<file path="config.mk">
export PLATFORM = sky130hd
export DESIGN_NAME = isc_state_counter
export DESIGN_NICKNAME = d
export VERILOG_FILES = /design/src/hdl/isc_pkg.sv /design/src/hdl/isc_state_counter.sv /design/src/hdl/isc_peri_lookup.sv
export SDC_FILE = /design/constraint.sdc
export NUM_CORES = 1
export LEC_CHECK = 0
export ABC_AREA = 1
export ABC_CLOCK_PERIOD_IN_PS = 2160
export BUFFER_PORTS_ARGS = -buffer_cell sky130_fd_sc_hd__buf_2
export CORE_UTILIZATION = 42
export CTS_BUF_LIST = sky130_fd_sc_hd__clkbuf_8 sky130_fd_sc_hd__clkbuf_16
export DETAILED_ROUTE_END_ITERATION = 12
export GPL_TIMING_DRIVEN = 0
export PLACE_DENSITY = 0.78
export SYNTH_ARGS = -nofsm -noshare
export SYNTH_HDL_FRONTEND = slang
export SYNTH_SLANG_ARGS = --single-unit
</file>
<file path="constraint.sdc">
create_clock -name clk -period 2.16 [get_ports clk]
set_input_delay 0.216 -clock clk [delete_from_list [all_inputs] [get_ports clk]]
set_output_delay 0.216 -clock clk [all_outputs]
set_load 0.01 [all_outputs]
</file>
<file path="src/hdl/isc_pkg.sv">
// Purpose: Shared constants and types for the instruction state counter.
// Assumes: One 25 MHz clock; no software-visible registers.
// Notes:   Cycle kinds, instruction classes and access-state weights.
package isc_pkg;

  // Number of distinct bus-cycle kinds.
  localparam int unsigned KIND_COUNT = 6;

  // Width of one cycle count and of the total state count.
  localparam int unsigned CNT_W   = 4;
  localparam int unsigned TOTAL_W = 8;

  // Index of each bus-cycle kind.
  localparam int unsigned K_FETCH   = 0;
  localparam int unsigned K_BRADDR  = 1;
  localparam int unsigned K_STACK   = 2;
  localparam int unsigned K_BYTE    = 3;
  localparam int unsigned K_WORD    = 4;
  localparam int unsigned K_INTERNAL = 5;

  // States per cycle at each location.
  localparam logic [1:0] ST_MEMORY   = 2'h2;
  localparam logic [1:0] ST_PERI_FAST = 2'h2;
  localparam logic [1:0] ST_PERI_SLOW = 2'h3;
  localparam logic [1:0] ST_INTERNAL = 2'h1;

  // Peripheral region decode: the address bits that pick a module.
  localparam int unsigned ADDR_W      = 24;
  localparam int unsigned REGION_HI   = 7;
  localparam int unsigned REGION_LO   = 4;
  localparam int unsigned REGION_N    = 16;
  // One bit per module region: a set bit means three states.
  localparam logic [15:0] SLOW_REGION_MAP = 16'hF0F0;

  // Instruction classes covered by the timing table.
  typedef enum logic [4:0] {
    OP_ADD_B_IMM     = 5'h00,
    OP_ADD_B_REG     = 5'h01,
    OP_ADD_W_IMM     = 5'h02,
    OP_ADD_W_REG     = 5'h03,
    OP_ADD_L_IMM     = 5'h04,
    OP_ADD_L_REG     = 5'h05,
    OP_ADD_SMALL     = 5'h06,
    OP_ADDC_IMM      = 5'h07,
    OP_ADDC_REG      = 5'h08,
    OP_AND_B_IMM     = 5'h09,
    OP_AND_B_REG     = 5'h0A,
    OP_AND_W_IMM     = 5'h0B,
    OP_AND_W_REG     = 5'h0C,
    OP_AND_L_IMM     = 5'h0D,
    OP_AND_L_REG     = 5'h0E,
    OP_AND_FLAGS     = 5'h0F,
    OP_BITAND_REG    = 5'h10,
    OP_BITAND_IND    = 5'h11,
    OP_BITAND_ABS    = 5'h12,
    OP_BRANCH_D8     = 5'h13,
    OP_BRANCH_D16    = 5'h14,
    OP_BITCLR_REG    = 5'h15,
    OP_BITCLR_MEM    = 5'h16
  } isc_op_type;

  // Per-kind cycle counts of one instruction.
  typedef logic [CNT_W-1:0] isc_cnt_type;
  typedef struct packed {
    isc_cnt_type internal;
    isc_cnt_type word;
    isc_cnt_type byteAcc;
    isc_cnt_type stack;
    isc_cnt_type brAddr;
    isc_cnt_type fetch;
  } isc_cycles_type;

  // One request: instruction class plus where its data cycles are served.
  typedef struct packed {
    isc_op_type                op;
    logic                      dataIsPeri;
    logic [ADDR_W-1:0]         dataAddr;
  } isc_req_type;

  // Result: cycle breakdown and total states.
  typedef struct packed {
    isc_cycles_type            cycles;
    logic [TOTAL_W-1:0]        states;
    logic                      known;
  } isc_res_type;

  localparam isc_cnt_type C0 = 4'h0;
  localparam isc_cnt_type C1 = 4'h1;
  localparam isc_cnt_type C2 = 4'h2;
  localparam isc_cnt_type C3 = 4'h3;

endpackage

</file>
<file path="src/hdl/isc_state_counter.sv">
// Purpose: Cycle breakdown and execution state count per instruction.
// Assumes: Fetch, branch-address and stack cycles hit on-chip memory.
// Notes:   Two-stage pipeline: decode plus lookup, then weighted sum.
//
// Operation
// - Total states equal sum of each kind's cycles times its states.
// - Fetch, stack, branch-address and memory data cycles cost 2 states.
// - Peripheral byte or word access costs 2 or 3 states by module.
// - Each internal operation cycle costs 1 state.
// - Word immediate add and and: two fetches only.
// - Longword immediate add and and: three fetches only.
// - Adding 1, 2 or 4 to a long register needs one fetch.
// - Bit-and on register one fetch; memory forms two fetches, one byte.
// - Short-displacement branches need two fetches, taken or not.
// - Long-displacement branches need two fetches plus two internal.
// - Bit-clear on memory needs two fetches and two byte accesses.
`timescale 1ns/100ps
module isc_state_counter (
  input  wire logic                 clk,
  input  wire logic                 rst_n,
  input  wire logic                 reqValid,
  input  wire isc_pkg::isc_req_type req,
  output logic                      resValid,
  output isc_pkg::isc_res_type      res
);

  // Stage-one registers: decoded cycles and the data location.
  isc_pkg::isc_cycles_type cycles_d;
  isc_pkg::isc_cycles_type cycles_q;
  logic                    known_d;
  logic                    known_q;
  logic                    peri_d;
  logic                    peri_q;
  logic                    valid1_d;
  logic                    valid1_q;
  // Stage-two registers feed the outputs directly.
  isc_pkg::isc_res_type    res_d;
  isc_pkg::isc_res_type    res_q;
  logic                    valid2_d;
  logic                    valid2_q;
  logic [1:0]              periStates;
  logic [1:0]              dataStates;
  logic [isc_pkg::TOTAL_W-1:0] weighted [isc_pkg::KIND_COUNT];
  logic [isc_pkg::TOTAL_W-1:0] sum;
  logic [1:0]              weight [isc_pkg::KIND_COUNT];
  isc_pkg::isc_cnt_type    count  [isc_pkg::KIND_COUNT];

  // The lookup registers in step with stage one.
  isc_peri_lookup uLookup (
    .clk          (clk),
    .rst_n        (rst_n),
    .addr         (req.dataAddr),
    .accessStates (periStates)
  );

  // Decode the instruction class into counts of each cycle kind.
  always_comb begin
    cycles_d = '0;
    known_d  = 1'b1;
    peri_d   = req.dataIsPeri;
    valid1_d = reqValid;
    case (req.op)
      isc_pkg::OP_ADD_B_IMM,
      isc_pkg::OP_ADD_B_REG,
      isc_pkg::OP_ADD_W_REG,
      isc_pkg::OP_AND_B_IMM,
      isc_pkg::OP_AND_B_REG,
      isc_pkg::OP_AND_W_REG,
      isc_pkg::OP_ADDC_IMM,
      isc_pkg::OP_ADDC_REG: begin
        cycles_d.fetch = isc_pkg::C1;
      end
      isc_pkg::OP_ADD_W_IMM,
      isc_pkg::OP_AND_W_IMM: begin
        cycles_d.fetch = isc_pkg::C2;
      end
      isc_pkg::OP_ADD_L_IMM,
      isc_pkg::OP_AND_L_IMM: begin
        cycles_d.fetch = isc_pkg::C3;
      end
      isc_pkg::OP_ADD_L_REG: begin
        cycles_d.fetch = isc_pkg::C1;
      end
      isc_pkg::OP_AND_L_REG: begin
        cycles_d.fetch = isc_pkg::C2;
      end
      isc_pkg::OP_ADD_SMALL: begin
        cycles_d.fetch = isc_pkg::C1;
      end
      isc_pkg::OP_AND_FLAGS: begin
        cycles_d.fetch = isc_pkg::C1;
      end
      isc_pkg::OP_BITAND_REG,
      isc_pkg::OP_BITCLR_REG: begin
        cycles_d.fetch = isc_pkg::C1;
      end
      isc_pkg::OP_BITAND_IND,
      isc_pkg::OP_BITAND_ABS: begin
        cycles_d.fetch   = isc_pkg::C2;
        cycles_d.byteAcc = isc_pkg::C1;
      end
      isc_pkg::OP_BRANCH_D8: begin
        // Taken or not, the short form costs the same.
        cycles_d.fetch = isc_pkg::C2;
      end
      isc_pkg::OP_BRANCH_D16: begin
        cycles_d.fetch    = isc_pkg::C2;
        cycles_d.internal = isc_pkg::C2;
      end
      isc_pkg::OP_BITCLR_MEM: begin
        // One read and one write-back of the same byte.
        cycles_d.fetch   = isc_pkg::C2;
        cycles_d.byteAcc = isc_pkg::C2;
      end
      default: begin
        // Classes outside the table report zero and flag themselves.
        known_d = 1'b0;
      end
    endcase
  end

  // Stage one registers the decode beside the peripheral lookup.
  always_ff @(posedge clk or negedge rst_n) begin
    if (!rst_n) begin
      cycles_q <= '0;
      known_q  <= 1'b0;
      peri_q   <= 1'b0;
      valid1_q <= 1'b0;
    end else begin
      cycles_q <= cycles_d;
      known_q  <= known_d;
      peri_q   <= peri_d;
      valid1_q <= valid1_d;
    end
  end

  // Data cycles weigh by location; the rest by their fixed cost.
  always_comb begin
    if (peri_q) begin
      dataStates = periStates;
    end else begin
      dataStates = isc_pkg::ST_MEMORY;
    end
    weight[isc_pkg::K_FETCH]    = isc_pkg::ST_MEMORY;
    weight[isc_pkg::K_BRADDR]   = isc_pkg::ST_MEMORY;
    weight[isc_pkg::K_STACK]    = isc_pkg::ST_MEMORY;
    weight[isc_pkg::K_BYTE]     = dataStates;
    weight[isc_pkg::K_WORD]     = dataStates;
    weight[isc_pkg::K_INTERNAL] = isc_pkg::ST_INTERNAL;
    count[isc_pkg::K_FETCH]     = cycles_q.fetch;
    count[isc_pkg::K_BRADDR]    = cycles_q.brAddr;
    count[isc_pkg::K_STACK]     = cycles_q.stack;
    count[isc_pkg::K_BYTE]      = cycles_q.byteAcc;
    count[isc_pkg::K_WORD]      = cycles_q.word;
    count[isc_pkg::K_INTERNAL]  = cycles_q.internal;
  end

  // One product per cycle kind; widths kept exact for the sum.
  for (genvar k = 0; k < isc_pkg::KIND_COUNT; k++) begin : gKind
    // Both factors widen first, so a large count cannot wrap the product.
    assign weighted[k] = isc_pkg::TOTAL_W'(count[k])
                         * isc_pkg::TOTAL_W'(weight[k]);
  end

  // Total is the plain sum of all weighted kinds.
  always_comb begin
    sum = '0;
    for (int k = 0; k < isc_pkg::KIND_COUNT; k++) begin
      sum = isc_pkg::TOTAL_W'(sum + weighted[k]);
    end
    res_d.cycles = cycles_q;
    res_d.states = sum;
    res_d.known  = known_q;
    valid2_d     = valid1_q;
  end

  // Stage two registers the answer so outputs come from flip-flops.
  always_ff @(posedge clk or negedge rst_n) begin
    if (!rst_n) begin
      res_q    <= '0;
      valid2_q <= 1'b0;
    end else begin
      res_q    <= res_d;
      valid2_q <= valid2_d;
    end
  end

  assign resValid = valid2_q;
  assign res      = res_q;

endmodule

</file>
<file path="src/hdl/isc_peri_lookup.sv">
// Purpose: Per-module access state lookup for peripheral data cycles.
// Assumes: Address is stable and from the same clock domain.
// Notes:   Registered result, one cycle after the address.
`timescale 1ns/100ps
module isc_peri_lookup (
  input  wire logic                       clk,
  input  wire logic                       rst_n,
  input  wire logic [isc_pkg::ADDR_W-1:0] addr,
  output logic      [1:0]                 accessStates
);

  logic [isc_pkg::REGION_HI-isc_pkg::REGION_LO:0] region;
  logic [1:0] states_d;
  logic [1:0] states_q;

  // Region picks the module; the map says whether it needs a wait state.
  always_comb begin
    region = addr[isc_pkg::REGION_HI:isc_pkg::REGION_LO];
    if (isc_pkg::SLOW_REGION_MAP[region]) begin
      states_d = isc_pkg::ST_PERI_SLOW;
    end else begin
      states_d = isc_pkg::ST_PERI_FAST;
    end
  end

  // Register the lookup so the adder stage sees a clean value.
  always_ff @(posedge clk or negedge rst_n) begin
    if (!rst_n) begin
      states_q <= isc_pkg::ST_PERI_FAST;
    end else begin
      states_q <= states_d;
    end
  end

  assign accessStates = states_q;

endmodule

</file>
; After elaboration in Yosys (flattened, before gate mapping)
; Memory sizes are Yosys's and may differ from the RTL's.
; Index checks and enable logic that the tools add are counted.
[totals]
input_bits = 33
word_cells = 53
romBits = 16
memories = 1
register_bits = 39
out_inout_bits = 34
[op_classes]
reduce_logical = 6
n_lt_le_gt_ge = 1
muxes = 7
multipliers = 1
addsub = 2
eq_ne = 22
[mem_list]
columns = memory, depth, word_bits, rd, rd_clocked_by_memory_dff, wr, line_no
row1 = (name not given), 16, 1, 1, 0, 0, isc_peri_lookup.sv:19  ; if (isc_pkg::SLOW_REGION_MAP[region]) begin
[op_table]
columns = operator, count
row1 = "5-bit by 4-bit == test with 1-bit output, second input constant", 8
row2 = "5-bit == test, second input constant", 7
row3 = 23-bit OR reduction, 1
row4 = "5-bit by 3-bit == test with 1-bit output, second input constant", 4
row5 = 13-bit OR reduction, 1
row6 = "5-bit by 2-bit == test with 1-bit output, second input constant", 2
row7 = 7-bit by 4-bit adder with 8-bit output, 1
row8 = 8-bit OR reduction, 1
row9 = 5-bit by 6-bit adder with 7-bit output, 1
row10 = 4-bit by 2-bit multiplier with 6-bit output, 1
row11 = 2-bit case mux with 3 select lines, 1
row12 = "5-bit by 1-bit == test with 1-bit output, second input constant", 1
row13 = 5-bit logical NOT, 1
row14 = "4-bit by 5-bit < comparator with 1-bit output, second input constant", 1
row15 = 2-bit 2-to-1 mux, 2
row16 = 2-bit case mux with 2 select lines, 1
row17 = 2-bit OR reduction, 2
row18 = 1-bit 2-to-1 mux, 3

; Logic depth before layout (Yosys ltp)
; Gate-level depths: netlist of run 1.
[depth]
depth_word = 4
ltp_mapped = 9
mapped_depth_nobuf = 8

; Modules after synthesis
; A second synthesis of run 1 with hierarchy kept.
[unflattened]
cells_unflattened = 134
area_unflattened_um2 = 1164.9
[by_module_without_submodules]
columns = mod, cells_per_inst, area_per_inst_um2, seq_area_each_um2, n_inst
row1 = isc_state_counter, 131, 1128.6, 500.5, 1
row2 = isc_peri_lookup, 3, 36.3, 25.0, 1

; Least setup slack after synthesis of run 1
; No wires, ideal clock.
[synth_timing]
path_type = flip-flop to flip-flop
startpoint = register cycles_q (netlist bit count[9])
endpoint = register res_q (netlist bit res[4])
setup_time_ps = 122
arrival_ps = 1485
synth_period_minus_slack_ps = 1607
slack_ps = 553
path_stages_with_launch = 7
n_path_buf = 0
path_cell_list = dfrtp_1 > and3_1 > fa_1 > ha_1 > nand3_1 > nand2_1 > xor2_1
[synth_between]
elab_chain_cells = 3
[synth_rtl]
columns = item, line_no
row1 = "start, declared", isc_state_counter.sv:29  ; isc_pkg::isc_cycles_type cycles_q;
row2 = "start signal, assigned", isc_state_counter.sv:130  ; cycles_q <= cycles_d;
row3 = 4-bit by 2-bit multiplier with 6-bit output, isc_state_counter.sv:162  ; * isc_pkg::TOTAL_W'(weight[k]);
row4 = 5-bit by 6-bit adder with 7-bit output, isc_state_counter.sv:169  ; sum = isc_pkg::TOTAL_W'(sum + weighted[k]);
row5 = 7-bit by 4-bit adder with 8-bit output, isc_state_counter.sv:169
row6 = named net sum (one bit), isc_state_counter.sv:44  ; logic [isc_pkg::TOTAL_W-1:0] sum;
row7 = "end signal, assigned", isc_state_counter.sv:183  ; res_q <= res_d;
row8 = "end, declared", isc_state_counter.sv:38  ; isc_pkg::isc_res_type res_q;
; The timed path passes the listed nets, and every way through them passes these cells.

; Worst setup path in the final report of run 1
; Same ends and word-level chain as after synthesis.

==> metrics.log, run 1 <==
[metrics] run status: completed
[metrics] number of inserted diodes: 0
[metrics] number of antenna violations at the first check in global routing: 0
[metrics] ordered cell list for the critical path: and3_1, fa_1, ha_1, nand3_1, nand2_1, xor2_1
[metrics] post-route clock period utilization: 78.4%
[metrics] vias after detailed routing: 820
[metrics] power per cell area: 607 nW/µm²
[metrics] Hold Fails Final Rpt: 0
[metrics] Clock Tree Buf Depth: 2
[metrics] Std-Cell Core Area: 2480 µm²
[metrics] delay-heaviest family, CP: adder cells
[metrics] kind of critical path: flip-flop to flip-flop
[metrics] most used cells in the layout excluding fill and tap cells: 24 x sky130_fd_sc_hd__nand2_1, 23 x sky130_fd_sc_hd__buf_4, 22 x sky130_fd_sc_hd__conb_1, 21 x sky130_fd_sc_hd__dfrtp_1, 20 x sky130_fd_sc_hd__buf_2
[metrics] final RePlAce weighted congestion: 0.834
[metrics] Final nets: 205
[metrics] number of ports placed on the die boundary: 67
[metrics] Inserted Clock Buffers: 3
[metrics] cell area after synthesis: 1100 µm²
[metrics] timing-limited maximum frequency: 591 MHz
[metrics] sum of routed wire length over all layers: 1720 µm
[metrics] area added between synthesis and finish: 24.7%
[metrics] clock root buffer: sky130_fd_sc_hd__clkbuf_8
[metrics] static leakage power: 0.840 nW
[metrics] critical path's slowest cell: sky130_fd_sc_hd__dfrtp_1
[metrics] CTS tree: built
[metrics] vertical extent of the die: 53.3 µm
[metrics] placed cell area: 1320 µm²
[metrics] Fin Setup TNS: 0 ps
[metrics] critical-path maximum fanout: 3
[metrics] Crit. path cell count: 6
[metrics] Worst Hold Margin: 55.7 ps
[metrics] htree depth: 1
[metrics] hold path cells: 1
[metrics] post-synthesis average cell area: 9.12 µm²
[metrics] library cells used by synthesis: 22
[metrics] post-detailed-placement half-perimeter wirelength: 1410 µm
[metrics] number of max-cap violations: 0
[metrics] clock period minus final worst setup slack: 1690 ps
[metrics] worst min-delay path class: primary input to flip-flop
[metrics] final design area excluding fillers: 1380 µm²
[metrics] startpoint type of the worst setup path: flip-flop
[metrics] Slew Viols, Final: 0
[metrics] # setup viols final: 0
[metrics] synthesized instance count: 121
[metrics] insertion delay of the later-clocked pin in the worst-skew pair: 260 ps
[metrics] cts repair resizes: 0
[metrics] initial standard-cell utilization of the core: 44.5%
[metrics] Iteration-0 DRC Markers: 11
[metrics] wire length of the first global-routing pass: 2810 µm
[metrics] number of global-route vias before repair: 699
[metrics] count of antenna-violating nets left after detailed routing: 0
[metrics] Ys Warns: 0
[metrics] Worst EP required: 2310 ps
[metrics] Worst Reg-to-Reg Cells: 6
[metrics] sequential area share after synthesis: 47.6%
[metrics] number of flip-flops and latches in the synthesized netlist: 21
[metrics] number of cell rows: 18
[metrics] die span in x: 53.3 µm
[metrics] count of input and output buffers: 20
[metrics] data arrival time of the critical path: 1840 ps
[metrics] Initial DRT Pass Iterations: 4
[metrics] number of remaining DRC errors: 0
[metrics] routed vias/inst: 4.16
[metrics] Peak supply drop: 0.358 mV
[metrics] crit end category: flip-flop
[metrics] total die area: 2840 µm²
[metrics] layout cell share with drive strength beyond 1: 35.3%
[metrics] most common cell after layout, fill and taps aside: sky130_fd_sc_hd__nand2_1
[metrics] worst path buffer plus inverter count: 0
[metrics] Worst-path clk slew: 70 ps
[metrics] Congestion Overflow GR: 0
[metrics] maximum single-stage delay on the critical path: 400 ps
[metrics] clock net sink count: 21
[metrics] Setup Fix Bufs, Post-CTS: 0
[metrics] GRT Overall Usage: 13.7%
[metrics] Worst Clk Skew: 3.15 ps
[metrics] pin count of the biggest net entering global routing: 22
[metrics] RSZ-0062 raised after global routing: no
[metrics] final routed wire length divided by cell count: 8.72 µm
cells in the mapped netlist, drive strengths merged:
cell,count,area share [%]
nor3,1,0.45
nand2,26,9.3
nor2b,1,0.57
buf,23,16
inv,9,3.1
xor2,2,1.6
ha,3,3.4
and3,2,1.1
nand4,2,1.1
o21ai,2,1.2
dfrtp,21,48
nand3,8,4.5
nor2,18,7.5
a21boi,1,0.68
conb,1,0.34
fa,1,1.8
per-layer routing:
| layer | global-route usage [%] | share of wire (%) | vias up |
|---|---|---|---|
| li1 | - | - | 425 |
| met1 | 16.1 | 40 | 353 |
| met2 | 24.2 | 50 | 39 |
| met3 | 1.72 | 8.3 | 3 |
| met4 | 6.58 | 1.7 | 0 |
| met5 | 0 | 0 | - |
registers in the layout (all words and copies together), names as in the netlist:
| name | flops |
|---|---|
| peri_q | 1 |
| resValid | 1 |
| valid1_q | 1 |
| count | 5 |
| res | 11 |
| uLookup.accessStates | 1 |
| known_q | 1 |
final timing paths:
kind	startpoint	end	slack [ps]
worst max-delay path	count[9]	res[4]	470
worst min-delay path	req[6]	uLookup.accessStates[0]	60
worst max register to register	count[9]	res[4]	470
worst min register to register	known_q	res[0]	360
max in group asynchronous	rst_n	res[9]	1440
min in group asynchronous	rst_n	valid1_q	420
logic make-up after synthesis:
| family | after synthesis | synth area share (%) |
|---|---|---|
| simple gates | 58 | 24.6 |
| buf+inv | 32 | 18.7 |
| flops | 21 | 47.6 |
| fa+ha+maj | 4 | 5.22 |
| compound gates | 3 | 1.93 |
| xor+xnor | 2 | 1.59 |
| other cells | 1 | 0.340 |
layout make-up:
class,instances,area (µm²)
sequential,21,526
buffer,23,173
multi-input combinational,89,450
timing repair buffer,21,110
tap,30,37.5
clock inverter,1,5.00
inverter,9,33.8
fill,229,1100
clock buffer,3,41.3
where the power goes:
group          internal (mW)  switching (mW)  total (mW)
logic                 0.0655          0.0882       0.154
clock network          0.128           0.122       0.250
registers              0.422          0.0101       0.432
metrics by stage:
stage | power, mW | setup WS, ps | utilization (%) | cells
floorplan | 0.543 | 553 | - | 142
global placement | 0.586 | 477 | 53.3 | 192
detailed placement | 0.592 | 467 | 53.3 | 192
CTS | 0.842 | 447 | 55.6 | 197
global route | 0.891 | 344 | 55.6 | 197
finish | 0.836 | 467 | 55.6 | 197
repair_timing:
| action | CTS | global route |
|---|---|---|
| setup endpoints to repair | 0 | 0 |
| hold buffers | 1 | 0 |
| endpoints found under the hold margin | 21 | 0 |
Note: power is estimated with default switching activity, not from simulation.
==> run 2: changes to the inputs <==
Settings changed: ABC_CLOCK_PERIOD_IN_PS 2160 to 1650.
Clock period 2.16 ns to 1.65 ns, I/O delays scaled along.
==> run 2 against run 1 <==
  * Worst setup slack got worse by 410 ps
  * Total power increased by 33%
  * Via count increased by 2.8%
  * Critical path depth unchanged
  * Clock skew about the same
  * Hold slack improved by 170 ps
  * Register-to-register slack got worse by 410 ps
  * Sequential share of layout area decreased by 1.7 points
  * Final area increased by 4.5%
  * Flip-flop and latch count unchanged
  * Wire length increased by 4.0%
  * Critical endpoint unchanged
  * Largest cell class unchanged
==> metrics.log, run 2 (synthesis results as in run 1) <==
[metrics] vertical extent of the die: 53.3 µm
[metrics] launching point of the worst reg2reg path: count[9]
[metrics] static leakage power: 0.852 nW
[metrics] combinational fraction of design power: 19.3%
[metrics] initial standard-cell utilization of the core: 44.5%
[metrics] startpoint type of the worst setup path: flip-flop
[metrics] final routed wire length divided by cell count: 8.89 µm
[metrics] clock root buffer: sky130_fd_sc_hd__clkbuf_8
[metrics] run status: completed
[metrics] Std-Cell Core Area: 2480 µm²
[metrics] Iteration-0 DRC Markers: 11
[metrics] insertion delay of the later-clocked pin in the worst-skew pair: 260 ps
[metrics] wire length of the first global-routing pass: 2860 µm
[metrics] Fin Setup TNS: 0 ps
[metrics] die span in x: 53.3 µm
[metrics] vias after detailed routing: 843
[metrics] clock network power share: 29.6%
[metrics] GRT Overall Usage: 14.1%
[metrics] Worst EP required: 1830 ps
[metrics] sum of routed wire length over all layers: 1790 µm
[metrics] post-route clock period utilization: 96.7%
[metrics] Worst Reg-to-Reg Cells: 6
[metrics] end of the worst register-to-register path: res[4]
[metrics] number of flip-flops under the largest register name: 11
[metrics] overall power consumption: 1.11 mW
[metrics] final RePlAce weighted congestion: 0.834
[metrics] Inserted Clock Buffers: 3
[metrics] hold path cells: 3
[metrics] worst path buffer plus inverter count: 0
[metrics] Clock Tree Buf Depth: 2
[metrics] htree depth: 1
[metrics] Initial DRT Pass Iterations: 4
[metrics] total die area: 2840 µm²
[metrics] critical-path maximum fanout: 3
[metrics] most used cells in the layout excluding fill and tap cells: 24 x sky130_fd_sc_hd__buf_4, 24 x sky130_fd_sc_hd__nand2_1, 22 x sky130_fd_sc_hd__conb_1, 21 x sky130_fd_sc_hd__dfrtp_1, 20 x sky130_fd_sc_hd__buf_2
[metrics] count of input and output buffers: 20
[metrics] endpoint of the worst hold-timing path: count[8]
[metrics] layout cell share with drive strength beyond 1: 37.4%
[metrics] critical path's slowest cell: sky130_fd_sc_hd__dfrtp_1
[metrics] switching power share of the total: 26.4%
[metrics] area added between synthesis and finish: 30.4%
[metrics] Congestion Overflow GR: 0
[metrics] data arrival time of the critical path: 1780 ps
[metrics] portion of total power attributed to sequential cells: 51.1%
[metrics] worst min-delay path class: primary input to flip-flop
[metrics] # setup viols final: 0
[metrics] Peak supply drop: 0.473 mV
[metrics] startpoint of the lowest-slack hold path: req[29]
[metrics] Slew Viols, Final: 0
[metrics] Worst Clk Skew: 3.51 ps
[metrics] RSZ-0062 raised after global routing: yes
[metrics] power per cell area: 770 nW/µm²
[metrics] pin count of the biggest net entering global routing: 22
[metrics] clock net sink count: 21
[metrics] Worst-path clk slew: 70 ps
[metrics] Critical path origin: count[9]
[metrics] Hold Fails Final Rpt: 0
[metrics] core occupancy in the finished layout: 58.1%
[metrics] number of max-cap violations: 0
[metrics] ordered cell list for the critical path: and3_4, fa_2, ha_4, nand3_2, nand2_1, xor2_1
[metrics] timing-limited maximum frequency: 627 MHz
[metrics] clock period minus final worst setup slack: 1600 ps
[metrics] Internal Dissipation: 0.815 mW
[metrics] maximum single-stage delay on the critical path: 390 ps
[metrics] Register-to-Register Setup Slack: 50 ps
[metrics] number of cell rows: 18
[metrics] kind of critical path: flip-flop to flip-flop
[metrics] CTS tree: built
[metrics] number of remaining DRC errors: 0
[metrics] number of antenna violations at the first check in global routing: 0
[metrics] post-detailed-placement half-perimeter wirelength: 1410 µm
[metrics] routed vias/inst: 4.19
[metrics] worst slack, placed: -42.5 ps
[metrics] number of global-route vias before repair: 705
[metrics] sw power: 0.293 mW
[metrics] Final nets: 209
[metrics] number of inserted diodes: 0
[metrics] final setup margin: 53.9 ps
[metrics] count of antenna-violating nets left after detailed routing: 0
[metrics] crit end category: flip-flop
[metrics] number of ports placed on the die boundary: 67
[metrics] delay-heaviest family, CP: adder cells
[metrics] # fillers: 218
[run 2: worst max-delay path by stage]
stage	endpoint	slack (ps)	cells past startpoint
detailed placement	res[4]	-40	6
finish	res[4]	50	6
global placement	res[4]	-30	6
global route	res[4]	-30	6
floorplan	res[4]	40	6
CTS	res[4]	10	6
[run 2: timing repair]
item | 4_1_cts | 5_1_grt
hold endpoints to repair | 21 | 3
buffers inserted | 0 | 1
hold buffers | 1 | 3
pin swaps | 0 | 0
gates cloned | 0 | 0
resized for setup | 2 | 3
setup endpoints to repair | 1 | 3
[run 2: worst min-delay path, delay by kind of cell]
family / cells / cell delay, ps
buf+inv: 1 / 140
simple gates: 2 / 140
[run 2: layout make-up]
type	instances	area [µm²]	area share [%]
Clock inverter	1	5.00	0.348
Inverter	9	33.8	2.35
Tap cell	30	37.5	2.61
Multi-Input combinational cell	89	475	33.0
Buffer	23	173	12.0
Timing Repair Buffer	25	148	10.3
Sequential cell	21	526	36.5
Clock buffer	3	41.3	2.87
[run 2: stage by stage]
step                cell area [µm²]  cells  hold WS, ps
finish                         1440    201          222
global route                   1440    201          234
CTS                            1390    197         3.36
detailed placement             1320    192          135
global placement               1320    192          119
floorplan                      1180    142         -131
[run 2: power by group through the flow]
stage	clock network (mW)	logic, mW	registers (mW)
2_1_floorplan	0	0.124	0.586
3_3_place_gp	0	0.193	0.573
3_5_place_dp	0	0.199	0.576
4_1_cts	0.335	0.206	0.566
5_1_grt	0.373	0.240	0.571
6_report	0.328	0.214	0.566
[run 2: layer usage]
| metal | track usage [%] | routed length, µm | vias to the layer above | share of wire, % |
|---|---|---|---|---|
| li1 | - | - | 434 | - |
| met1 | 16.5 | 718 | 367 | 40 |
| met2 | 24.4 | 899 | 39 | 50 |
| met3 | 2.59 | 138 | 3 | 7.7 |
| met4 | 6.58 | 30 | 0 | 1.7 |
| met5 | 0 | 0 | - | 0 |
